## config.mk

```make
export PLATFORM = sky130hd
export DESIGN_NAME = fsd_decoder
export DESIGN_NICKNAME = d
export VERILOG_FILES = /design/src/design/fsd_pkg.sv /design/src/design/fsd_pay_if.sv /design/src/design/fsd_decoder.sv /design/src/design/fsd_pay_mem.sv
export SDC_FILE = /design/constraint.sdc
export NUM_CORES = 1
export LEC_CHECK = 0
export BUFFER_PORTS_ARGS = -buffer_cell sky130_fd_sc_hd__buf_2
export CAP_MARGIN = 5
export CORE_ASPECT_RATIO = 1.1
export CORE_MARGIN = 2
export CORE_UTILIZATION = 55
export CTS_BUF_LIST = sky130_fd_sc_hd__clkbuf_8
export DETAILED_ROUTE_END_ITERATION = 8
export PLACE_DENSITY = 0.82
export SYNTH_ARGS = -nofsm -noshare
export SYNTH_HDL_FRONTEND = slang
export SYNTH_SLANG_ARGS = --single-unit
```

## constraint.sdc

```tcl
create_clock -name CORE_CLK -period 9.2 [get_ports CORE_CLK]
set_clock_uncertainty 0.15 [all_clocks]
set_input_delay 0.92 -clock CORE_CLK [delete_from_list [all_inputs] [get_ports CORE_CLK]]
set_output_delay 0.92 -clock CORE_CLK [all_outputs]
set_load 0.01 [all_outputs]
```

## src/design/fsd_pkg.sv

```systemverilog
// Behaviour
// Frame: sync, length, ID, data, XOR frame_xor_byte.
// Extended identifiers carry top three bits set.
// EEPROM init command, then reply.
// File-system init keeps saved contents.
// Save open files, then reply.
// Rebuild and compact directory, then reply.
// Delete or close file, each replied.
// Update file flags, then reply.
// Requests via solicit; used space answered.
// Free space request answered.
// Find file index request answered.
// Directory absolute read and entry read.
// Directory size request answered.
// Create allocates sector, stores entry, responds.
// Open existing file, response returned.
// Absolute and pointer file reads.
// Absolute and pointer file writes.
// File size and flags requests answered.
// Key store, select, direct value, replied.
// Pairing answer accepted/rejected, replied.
// Link frequency and remote create, replied.
// Command pipe fetch and post.
// Events sent unsolicited as 0xE000.
// Host configures beacon, then opens session.
// Timeouts default 10s and 240s.
// Bad frame_xor_byte or unknown ID discarded.
package fsd_pkg;
    localparam logic [7:0]  SYNC_BYTE      = 8'hA4;
    localparam logic [7:0]  EXT_PREFIX     = 8'hE0;
    localparam logic [15:0] ID_EEPROM_INIT = 16'hE220;
    localparam logic [15:0] ID_FS_INIT     = 16'hE200;
    localparam logic [15:0] ID_FORMAT      = 16'hE201;
    localparam logic [15:0] ID_DIR_SAVE    = 16'hE207;
    localparam logic [15:0] ID_DIR_COMPACT = 16'hE209;
    localparam logic [15:0] ID_FILE_DELETE = 16'hE20C;
    localparam logic [15:0] ID_FILE_CLOSE  = 16'hE20D;
    localparam logic [15:0] ID_SET_FLAGS   = 16'hE212;
    localparam logic [15:0] ID_SOLICIT     = 16'hE100;
    localparam logic [15:0] ID_USED_SPACE  = 16'hE202;
    localparam logic [15:0] ID_FREE_SPACE  = 16'hE203;
    localparam logic [15:0] ID_FIND_INDEX  = 16'hE204;
    localparam logic [15:0] ID_DIR_RD_ABS  = 16'hE205;
    localparam logic [15:0] ID_DIR_RD_ENT  = 16'hE206;
    localparam logic [15:0] ID_DIR_SIZE    = 16'hE208;
    localparam logic [15:0] ID_FILE_ALLOC  = 16'hE20A;
    localparam logic [15:0] ID_FILE_OPEN   = 16'hE20B;
    localparam logic [15:0] ID_RD_ABS      = 16'hE20E;
    localparam logic [15:0] ID_RD_PTR      = 16'hE20F;
    localparam logic [15:0] ID_WR_ABS      = 16'hE210;
    localparam logic [15:0] ID_WR_PTR      = 16'hE211;
    localparam logic [15:0] ID_FILE_SIZE   = 16'hE213;
    localparam logic [15:0] ID_FILE_FLAGS  = 16'hE214;
    localparam logic [15:0] ID_KEY_ADD     = 16'hE245;
    localparam logic [15:0] ID_KEY_SELECT  = 16'hE246;
    localparam logic [15:0] ID_KEY_DIRECT  = 16'hE247;
    localparam logic [15:0] ID_BCN_OPEN    = 16'hE231;
    localparam logic [15:0] ID_BCN_CLOSE   = 16'hE232;
    localparam logic [15:0] ID_BCN_SETUP   = 16'hE233;
    localparam logic [15:0] ID_AUTH_STR    = 16'hE234;
    localparam logic [15:0] ID_BCN_STATE   = 16'hE235;
    localparam logic [15:0] ID_PAIR_ANSWER = 16'hE236;
    localparam logic [15:0] ID_LINK_RF     = 16'hE237;
    localparam logic [15:0] ID_BCN_TMO     = 16'hE238;
    localparam logic [15:0] ID_PAIR_TMO    = 16'hE239;
    localparam logic [15:0] ID_REM_CREATE  = 16'hE23A;
    localparam logic [15:0] ID_PIPE_FETCH  = 16'hE23B;
    localparam logic [15:0] ID_PIPE_POST   = 16'hE23C;
    localparam logic [15:0] ID_SYS_TIME    = 16'hE23D;
    localparam logic [15:0] ID_EVENT_MSG   = 16'hE000;
    localparam logic [7:0]  BCN_TMO_DEF_S  = 8'h0A;   // 10 s
    localparam logic [7:0]  PAIR_TMO_DEF_S = 8'hF0;   // 240 s
    localparam logic [7:0]  MAX_DATA       = 8'h20;   // Longest accepted payload
    localparam int          PAY_DEPTH      = 32;

    // Dispatch class of an identifier; NONE when it is not recognised
    typedef enum logic [2:0] {
        FSD_CLS_NONE,
        FSD_CLS_CMD,
        FSD_CLS_REQ,
        FSD_CLS_SOLICIT
    } fsd_cls_t;
endpackage : fsd_pkg

```

## src/design/fsd_pay_if.sv

```systemverilog
`timescale 1ns/1ps
// Payload store port between decoder and payload memory
interface fsd_pay_if;
    logic       wr_en;
    logic [4:0] wr_addr;
    logic [7:0] wr_data;
    logic [4:0] rd_addr;
    logic [7:0] rd_data;
    modport ctl (output wr_en, output wr_addr, output wr_data, output rd_addr, input rd_data);
    modport mem (input wr_en, input wr_addr, input wr_data, input rd_addr, output rd_data);
endinterface : fsd_pay_if

```

## src/design/fsd_decoder.sv

```systemverilog
`timescale 1ns/1ps
module fsd_decoder (
    input  wire logic        CORE_CLK,
    input  wire logic        SYS_RST,
    input  wire logic        CLK_EN,
    input  wire logic        RX_VALID,
    input  wire logic [7:0]  RX_BYTE,
    output logic             DISP_VALID,
    output logic [15:0]      DISP_ID,
    output logic [1:0]       DISP_CLASS,
    output logic [7:0]       DISP_LEN,
    output logic [7:0]       DISP_ARG0,
    output logic             DISP_DROP,
    input  wire logic        DONE,
    input  wire logic [7:0]  DONE_CODE,
    input  wire logic        EVT_VALID,
    input  wire logic [7:0]  EVT_CODE,
    output logic             EVT_READY,
    output logic             TX_VALID,
    output logic [7:0]       TX_BYTE,
    input  wire logic        TX_READY,
    output logic [7:0]       BCN_TMO_S,
    output logic [7:0]       PAIR_TMO_S,
    output logic [7:0]       LINK_RF,
    output logic             REM_CREATE_EN,
    output logic             BCN_OPEN
);
    typedef enum logic [2:0] {
        FSD_RX_SYNC, FSD_RX_LEN, FSD_RX_IDH, FSD_RX_IDL, FSD_RX_DATA, FSD_RX_SUM
    } fsd_rx_t;
    typedef enum logic [2:0] {
        FSD_EX_IDLE, FSD_EX_FETCH, FSD_EX_BUSY, FSD_EX_TX
    } fsd_ex_t;

    typedef struct packed {
        fsd_rx_t     rx;
        fsd_ex_t     ex;
        logic [7:0]  len;
        logic [7:0]  cnt;
        logic [7:0]  sum;
        logic [15:0] id;
        logic [7:0]  arg0;
        logic        disp_v;
        logic        drop;
        logic [15:0] tx_id;
        logic [7:0]  tx_code;
        logic [2:0]  tx_idx;
        logic [7:0]  tx_sum;
        logic [7:0]  tx_byte;
        logic        evt_rdy;
        logic [7:0]  bcn_tmo;
        logic [7:0]  pair_tmo;
        logic [7:0]  link_rf;
        logic        rem_create;
        logic        bcn_open;
        logic [1:0]  cls;
    } fsd_state_t;

    fsd_state_t s_q;
    fsd_state_t s_d;
    logic       rx_v_m;
    logic       rx_v_s;
    logic [7:0] rx_b_m;
    logic [7:0] rx_b_s;

    fsd_pay_if pay ();

    fsd_pay_mem u_pay (
        .clk (CORE_CLK),
        .ce  (CLK_EN),
        .pay (pay)
    );

    // Classify an identifier; unknown ones give NONE
    function automatic logic [1:0] id_class(input logic [15:0] id);
        logic [1:0] c;
        c = 2'h0;
        if (id[15:13] != fsd_pkg::EXT_PREFIX[7:5]) begin
            c = 2'h0;
        end else begin
            case (id)
                fsd_pkg::ID_EEPROM_INIT, fsd_pkg::ID_FS_INIT,
                fsd_pkg::ID_FORMAT, fsd_pkg::ID_DIR_SAVE,
                fsd_pkg::ID_DIR_COMPACT, fsd_pkg::ID_FILE_DELETE,
                fsd_pkg::ID_FILE_CLOSE, fsd_pkg::ID_SET_FLAGS,
                fsd_pkg::ID_KEY_ADD, fsd_pkg::ID_KEY_SELECT,
                fsd_pkg::ID_KEY_DIRECT, fsd_pkg::ID_BCN_OPEN,
                fsd_pkg::ID_BCN_CLOSE, fsd_pkg::ID_BCN_SETUP,
                fsd_pkg::ID_AUTH_STR, fsd_pkg::ID_BCN_STATE,
                fsd_pkg::ID_PAIR_ANSWER, fsd_pkg::ID_LINK_RF,
                fsd_pkg::ID_BCN_TMO, fsd_pkg::ID_PAIR_TMO,
                fsd_pkg::ID_REM_CREATE: c = 2'h1;
                fsd_pkg::ID_USED_SPACE, fsd_pkg::ID_FREE_SPACE,
                fsd_pkg::ID_FIND_INDEX, fsd_pkg::ID_DIR_RD_ABS,
                fsd_pkg::ID_DIR_RD_ENT, fsd_pkg::ID_DIR_SIZE,
                fsd_pkg::ID_FILE_ALLOC, fsd_pkg::ID_FILE_OPEN,
                fsd_pkg::ID_RD_ABS, fsd_pkg::ID_RD_PTR,
                fsd_pkg::ID_WR_ABS, fsd_pkg::ID_WR_PTR,
                fsd_pkg::ID_FILE_SIZE, fsd_pkg::ID_FILE_FLAGS,
                fsd_pkg::ID_PIPE_FETCH, fsd_pkg::ID_PIPE_POST,
                fsd_pkg::ID_SYS_TIME: c = 2'h2;
                fsd_pkg::ID_SOLICIT: c = 2'h3;
                default: c = 2'h0;
            endcase
        end
        return c;
    endfunction : id_class

    // Two-stage capture of the serial receiver strobe and byte
    always_ff @(posedge CORE_CLK or posedge SYS_RST) begin
        if (SYS_RST) begin
            rx_v_m <= 1'b0;
            rx_v_s <= 1'b0;
            rx_b_m <= 8'h00;
            rx_b_s <= 8'h00;
        end else if (CLK_EN) begin
            rx_v_m <= RX_VALID;
            rx_v_s <= rx_v_m;
            rx_b_m <= RX_BYTE;
            rx_b_s <= rx_b_m;
        end
    end

    // Receive framing, dispatch and reply generation
    always_comb begin
        s_d = s_q;
        s_d.disp_v = 1'b0;
        s_d.drop = 1'b0;
        s_d.evt_rdy = 1'b0;
        pay.wr_en = 1'b0;
        pay.wr_addr = s_q.cnt[4:0];
        pay.wr_data = rx_b_s;
        pay.rd_addr = 5'h00;
        // Frames arriving while busy are ignored: the host waits for each reply
        if (rx_v_s && s_q.ex == FSD_EX_IDLE) begin
            s_d.sum = s_q.sum ^ rx_b_s;
            case (s_q.rx)
                FSD_RX_SYNC: begin
                    s_d.sum = rx_b_s;
                    if (rx_b_s == fsd_pkg::SYNC_BYTE) begin
                        s_d.rx = FSD_RX_LEN;
                    end
                end
                FSD_RX_LEN: begin
                    s_d.len = rx_b_s;
                    s_d.cnt = 8'h00;
                    s_d.rx = (rx_b_s > fsd_pkg::MAX_DATA) ? FSD_RX_SYNC : FSD_RX_IDH;
                end
                FSD_RX_IDH: begin
                    s_d.id[15:8] = rx_b_s;
                    s_d.rx = FSD_RX_IDL;
                end
                FSD_RX_IDL: begin
                    s_d.id[7:0] = rx_b_s;
                    s_d.rx = (s_q.len == 8'h00) ? FSD_RX_SUM : FSD_RX_DATA;
                end
                FSD_RX_DATA: begin
                    pay.wr_en = 1'b1;
                    s_d.cnt = s_q.cnt + 8'h01;
                    if (s_q.cnt == 8'h00) begin
                        s_d.arg0 = rx_b_s;
                    end
                    if (s_q.cnt + 8'h01 == s_q.len) begin
                        s_d.rx = FSD_RX_SUM;
                    end
                end
                FSD_RX_SUM: begin
                    s_d.rx = FSD_RX_SYNC;
                    s_d.cls = id_class(s_q.id);
                    if (s_q.sum != rx_b_s || id_class(s_q.id) == 2'h0) begin
                        s_d.drop = 1'b1;
                    end else begin
                        s_d.ex = FSD_EX_FETCH;
                    end
                end
                default: s_d.rx = FSD_RX_SYNC;
            endcase
        end
        case (s_q.ex)
            FSD_EX_IDLE: begin
                // Events go out only between frames so replies are never interleaved
                if (EVT_VALID && s_q.rx == FSD_RX_SYNC && !rx_v_s) begin
                    s_d.evt_rdy = 1'b1;
                    s_d.tx_id = fsd_pkg::ID_EVENT_MSG;
                    s_d.tx_code = EVT_CODE;
                    s_d.tx_idx = 3'h0;
                    s_d.ex = FSD_EX_TX;
                end
            end
            FSD_EX_FETCH: begin
                s_d.disp_v = 1'b1;
                s_d.ex = FSD_EX_BUSY;
                // Address the second payload byte early so a completion in the
                // first busy cycle already sees it on the registered read port
                pay.rd_addr = 5'h01;
                // Local copies of beacon settings the rest of the chip reads
                case (s_q.id)
                    fsd_pkg::ID_BCN_TMO: s_d.bcn_tmo = s_q.arg0;
                    fsd_pkg::ID_PAIR_TMO: s_d.pair_tmo = s_q.arg0;
                    fsd_pkg::ID_LINK_RF: s_d.link_rf = s_q.arg0;
                    fsd_pkg::ID_REM_CREATE: s_d.rem_create = s_q.arg0[0];
                    fsd_pkg::ID_BCN_OPEN: s_d.bcn_open = 1'b1;
                    fsd_pkg::ID_BCN_CLOSE: s_d.bcn_open = 1'b0;
                    default: s_d.bcn_open = s_q.bcn_open;
                endcase
            end
            FSD_EX_BUSY: begin
                // Reply only after the executing unit finishes the work
                if (DONE) begin
                    s_d.tx_id = (s_q.cls == 2'h3) ? {s_q.arg0, pay.rd_data} : s_q.id;
                    s_d.tx_code = DONE_CODE;
                    s_d.tx_idx = 3'h0;
                    s_d.ex = FSD_EX_TX;
                end
                pay.rd_addr = 5'h01;
            end
            FSD_EX_TX: begin
                // Reply frame: sync, len 1, id high, id low, code, xor
                if (TX_READY) begin
                    s_d.tx_idx = s_q.tx_idx + 3'h1;
                    s_d.tx_sum = (s_q.tx_idx == 3'h0) ? s_q.tx_byte : s_q.tx_sum ^ s_q.tx_byte;
                    if (s_q.tx_idx == 3'h5) begin
                        s_d.ex = FSD_EX_IDLE;
                    end
                end
            end
            default: s_d.ex = FSD_EX_IDLE;
        endcase
        case (s_d.tx_idx)
            3'h0: s_d.tx_byte = fsd_pkg::SYNC_BYTE;
            3'h1: s_d.tx_byte = 8'h01;
            3'h2: s_d.tx_byte = s_d.tx_id[15:8];
            3'h3: s_d.tx_byte = s_d.tx_id[7:0];
            3'h4: s_d.tx_byte = s_d.tx_code;
            default: s_d.tx_byte = s_d.tx_sum;
        endcase
    end

    // Single state register; clock enable freezes everything
    always_ff @(posedge CORE_CLK or posedge SYS_RST) begin
        if (SYS_RST) begin
            s_q <= '0;
            s_q.rx <= FSD_RX_SYNC;
            s_q.ex <= FSD_EX_IDLE;
            s_q.bcn_tmo <= fsd_pkg::BCN_TMO_DEF_S;
            s_q.pair_tmo <= fsd_pkg::PAIR_TMO_DEF_S;
            s_q.tx_byte <= fsd_pkg::SYNC_BYTE;
        end else if (CLK_EN) begin
            s_q <= s_d;
        end
    end

    assign DISP_VALID    = s_q.disp_v;
    assign DISP_ID       = s_q.id;
    assign DISP_CLASS    = s_q.cls;
    assign DISP_LEN      = s_q.len;
    assign DISP_ARG0     = s_q.arg0;
    assign DISP_DROP     = s_q.drop;
    assign EVT_READY     = s_q.evt_rdy;
    assign TX_VALID      = (s_q.ex == FSD_EX_TX);
    assign TX_BYTE       = s_q.tx_byte;
    assign BCN_TMO_S     = s_q.bcn_tmo;
    assign PAIR_TMO_S    = s_q.pair_tmo;
    assign LINK_RF       = s_q.link_rf;
    assign REM_CREATE_EN = s_q.rem_create;
    assign BCN_OPEN      = s_q.bcn_open;
endmodule : fsd_decoder

```

## src/design/fsd_pay_mem.sv

```systemverilog
`timescale 1ns/1ps
// Payload bytes of the frame being received; registered read port
module fsd_pay_mem (
    input wire logic clk,
    input wire logic ce,
    fsd_pay_if.mem   pay
);
    logic [7:0] mem_q [fsd_pkg::PAY_DEPTH];
    logic [7:0] rd_q;

    // No reset on the array keeps it a plain RAM
    always_ff @(posedge clk) begin
        if (ce) begin
            if (pay.wr_en) begin
                mem_q[pay.wr_addr] <= pay.wr_data;
            end
            rd_q <= mem_q[pay.rd_addr];
        end
    end

    assign pay.rd_data = rd_q;
endmodule : fsd_pay_mem

```

Word level (Yosys, flattened, before mapping) --
Memory sizes are Yosys's and may differ from the RTL's. A register that Yosys moved wholly into a read port is not among the register bits. Index checks and enable logic that the tools add are counted.
Cells by class: eq/ne operators 59, reduce and logical (&&, ||, !) cells 30, bitwise logic cells 2, multiplexer cells 46, add/subtract/negate cells 2, magnitude comparators 1
Operators with widths (count):
- 16-bit == test, second input constant | 39
- 8-bit 2-to-1 mux | 8
- 27-bit 2-to-1 mux | 2
- 51-bit 2-to-1 mux | 1
- 24-bit case mux with 2 select lines | 1
- 8-bit case mux with 5 select lines | 1
- 3-bit AND reduction | 10
- 3-bit 2-to-1 mux | 8
- 21-bit OR reduction | 1
- 3-bit by 2-bit == test with 1-bit output, second input constant | 6
- 17-bit OR reduction | 1
- 8-bit logical NOT | 2
- 16-bit 2-to-1 mux | 1
- 8-bit case mux with 2 select lines | 1
- 8-bit XOR | 2
- 3-bit case mux with 5 select lines | 1
- 1-bit 2-to-1 mux | 13
- 3-bit == test, second input constant | 4
- 3-bit logical NOT | 4
- 3-bit case mux with 4 select lines | 1
- 11-bit 2-to-1 mux | 1
- 3-bit by 1-bit == test with 1-bit output, second input constant | 3
- 3-bit case mux with 3 select lines | 1
- 8-bit by 1-bit adder with 8-bit output, second input constant | 1
- other kinds (19) | 27
Storage, ports and cells: output and inout port bits 72, memories 1, input bits 31, memory bits (writable) 256, bits in registers 146
Memories:
- u_pay.mem_q | depth 32, width 8, read ports 1, clocked after Yosys merged registers in 1, write ports 1, line fsd_pay_mem.sv:8 | logic [7:0] mem_q [fsd_pkg::PAY_DEPTH];

Longest topological paths before layout --
depth in word-level cells 14, mapped depth 9

Cells and area by module --
A second synthesis with hierarchy kept.
Second synthesis, totals: cell total of the unflattened synthesis 1270, area total of the unflattened synthesis 18537.8 um^2
By module, submodules not included:
- fsd_pay_mem | instances 1, area an instance 10138.5 um^2, cells an instance 418
- fsd_decoder | instances 1, area an instance 8399.3 um^2, cells an instance 852

Worst setup path before layout --
Ideal clock, no wire load.
path type input-to-reg, from in CLK_EN, to mem u_pay.mem_q[0][0], enable pin, data arrival time 2747 ps, path buffers 2, setup slack 5906 ps, stages on the path 7, library setup time 398 ps, cells stage by stage nor2b_1 -> and3_1 -> buf_4 -> and3_1 -> buf_4 -> nand2_1 -> nor4b_1
On the way: cells in the longest elaborated chain, start to end 2
RTL lines:
- from (decl) | line fsd_decoder.sv:5 | input wire logic CLK_EN,
- 1-bit 2-to-1 mux | line fsd_pay_mem.sv:13 | if (ce) begin
- 1-bit 2-to-1 mux (implied by the code) | line fsd_pay_mem.sv:15 | mem_q[pay.wr_addr] <= pay.wr_data;
- to (decl) | line fsd_pay_mem.sv:8
No other way between the ends.

Final worst setup path --
from in CLK_EN, to reg s_q, in the netlist DISP_ARG0[0]
On the way: cells in the longest elaborated chain, start to end 1
RTL lines:
- 4-bit AND reduction (no line)
- to (decl) | line fsd_decoder.sv:59 | fsd_state_t s_q;
No other way between the ends. A chain may end at the register's enable or synchronous reset.

==> metrics <==
outcome finished, final reports clean; # DRC 0; first-pass GRT wire length 33.5 mm; slowest cell delay on critical path 710 ps; family with the most delay on the worst path simple AND/OR/NAND/NOR gates; clk sinks 170; Net Sw Power 592 uW; crit path launch type input pin; Clk pwr share 0.279; Port Buffers 102; Final Hold Fails 0; capturing element type of the critical path flip-flop; total gr overflow 0; Synth top area share 0.375; CP Class in2reg; Die Y 139 um; Tmin final 3970 ps; sequential share of power 0.516; buffer and inverter count on the worst path 2; most used cell, CP and3_1; Synth cell types 82; Hold-fix buffers, CTS 0; Total Negative Setup Slacks 0 ps; FF+latch count, synth 170; Max Clk Rate 252 MHz; total CTS buffers 17; Hold Path Class reg2reg; CTS root buffer clkbuf_8; antenna diode count 0; # nets final 915; R2R cell count 6; postcts setup bufs 0; H-tree Lvls 4; post-route ant nets 0; Worst Max-Slew Pin Slew 1070 ps; Setup crit end DISP_ARG0[0]; post-synthesis sequential area ratio 0.480; Max Slew Vio Count 0; Slew headroom 0.284; Final Cycle Share 0.432; Synth Cell Area 9140 um^2; Area growth, synth to finish 5.23%; final setup vio count 0; DR pass1 iterations 5; pre-CTS WS 4780 ps; worst reg2reg startpoint s_q[122]; Area contributors post-synth dfrtp_1 37%, mux2_2 8.7%, edfxtp_1 7.9%; number of core rows 49; area leader, netlist dfrtp_1; initial antenna violation count 0; Ys Warns 0; Post-synth top flop dfrtp_1; FILL cells 1336; Boundary Pins 103; die area 17700 um^2; Comb power frac 0.204; Worst-Skew Late Latency 470 ps; Crit. Startpoint CLK_EN; die width 127 um; DRT iter0 DRCs 627; Sw Ratio 0.323; ys async rst share 0.859; post_cts resized 0; layout cells sized above 1 0.275; CTS tree built; r2r setup slk 5780 ps; RR Endpoint TX_BYTE[4]; # Max-Cap Violations 0; Reg clk slew, reported paths 90 ps; Total GRT Usage 0.240; Syn Area/Cell 10.5 um^2; peak supply drop 0.000100 V; CP cell instances buf_2, buf_4, nor2b_1, and3_1, and3_1, nand3_2, nor4_4, mux2_4; Syn Inst Count 870; Core Area 16300 um^2; post-DP HPWL 14.5 mm; Critical Path AT 4180 ps; Int Power 1.24 mW; top fanout value on the critical path 93; via-per-instance ratio 6.12; Pwr per Cell Area 190 nW/um^2; EDFF count, synth 24; final wirelength 20.9 mm; via count 6705; CP Depth 8; largest net degree at the start of global routing 94; Starting Density 0.561; Pleak 4.34 nW; most frequent cells after synthesis 137 x dfrtp_1, 86 x nand2_1, 71 x mux2_2, 69 x buf_4, 60 x a21oi_1; syn nets 907; vias in the first global route 6405; Routability Congestion 0.874; DR WL/cell 19.1 um; slowest CP cell buf_4; final hold slack 347 ps; critical path required time 9410 ps; setup ws final 5230 ps; RSZ-0062 raised after global routing false; top-count cell post-synth dfrtp_1; Clock Path Buffers 2
==> cell families after synthesis <==
| kind of cell | share of synthesized area |
|---|---|
| AO/OA/AOI/OAI | 0.152 |
| XOR/XNOR | 0.0211 |
| adder cells (fa/ha/maj) | 0.00821 |
| buffers and inverters | 0.0848 |
| flip-flops | 0.480 |
| multiplexers | 0.119 |
| AND/OR/NAND/NOR | 0.135 |
==> stage by stage <==
step                instances  instance area, um^2  total power [mW]   util
CTS                      1095                 9620              1.84  0.590
finish                   1095                 9620              1.83  0.590
floorplan                 870                 9140              1.24      -
global placement         1063                 9240              1.32  0.567
global route             1095                 9620              1.92  0.590
detailed placement       1063                 9240              1.33  0.567
==> worst min path at each step <==
| stage | slack, ps | startpoint | depth (start not counted) | end |
|---|---|---|---|---|
| after detailed placement | 330 | PAIR_TMO_S[1] | 1 | PAIR_TMO_S[1] |
| final | 350 | PAIR_TMO_S[1] | 1 | PAIR_TMO_S[1] |
| after global routing | 370 | PAIR_TMO_S[3] | 1 | PAIR_TMO_S[3] |
| after CTS | 350 | PAIR_TMO_S[1] | 1 | PAIR_TMO_S[1] |
| after global placement | 310 | s_q[48] | 2 | s_q[48] |
| after floorplan | 290 | pay.wr_data[0] | 0 | u_pay.mem_q[0][0] |
==> flip-flops by register name, indices dropped and copies added, names as in the netlist <==
name and cells:
PAIR_TMO_S 8, rx_v_s 1, u_pay.pay.rd_data 8, BCN_TMO_S 8, pay.wr_addr 5, pay.wr_data 8, DISP_ARG0 8, rx_v_m 1
s_q 52, DISP_ID 16, u_pay.mem_q 16, BCN_OPEN 1, rx_b_m 8, DISP_CLASS 2, DISP_DROP 1, EVT_READY 1
DISP_LEN 8, TX_BYTE 8, LINK_RF 8, DISP_VALID 1, REM_CREATE_EN 1
==> power by group through the flow <==
stage	Clock [mW]	Sequential, mW	Combinational, mW
final	0.512	0.946	0.375
after global routing	0.551	0.955	0.415
after CTS	0.520	0.943	0.374
after detailed placement	0	0.957	0.373
after global placement	0	0.954	0.363
after floorplan	0	0.907	0.334
==> cells in the final DEF, fill, tap and decap left out, types with 6 or more instances in the layout <==
master    count
mux2_4        8
nand3_1      22
clkbuf_8     19
dfstp_2       9
nand4_1       8
nor4_1        6
xnor2_1      15
mux2i_1       8
a21oi_1      60
xor2_1        7
a22o_1       14
nor2_1       50
and3_1        7
o21ai_0      36
dfrtp_1     137
mux2_2       71
mux2_1        8
edfxtp_1     24
a311oi_1     11
buf_4         6
inv_1        13
a31oi_1      11
buf_2       102
nor2b_1      10
nand2_1      86
ha_1          6
==> metal layers <==
| metal | track usage | part of all wire | vias up |
|---|---|---|---|
| li1 | - | - | 3117 |
| met1 | 0.323 | 0.43 | 3316 |
| met2 | 0.386 | 0.49 | 234 |
| met3 | 0.0458 | 0.053 | 38 |
| met4 | 0.0977 | 0.027 | 0 |
| met5 | 0 | 0 | - |
==> final cells by class <==
| type | instances | area, um^2 | share of cell area |
|---|---|---|---|
| Clock inverter | 13 | 121 | 0.0126 |
| Sequential cell | 170 | 4390 | 0.456 |
| Clock buffer | 19 | 262 | 0.0272 |
| Timing Repair Buffer | 108 | 556 | 0.0577 |
| Inverter | 13 | 53.8 | 0.00559 |
| Multi-Input combinational cell | 568 | 3990 | 0.415 |
| Tap cell | 204 | 255 | 0.0265 |
Power figures use the tool's default switching activity.
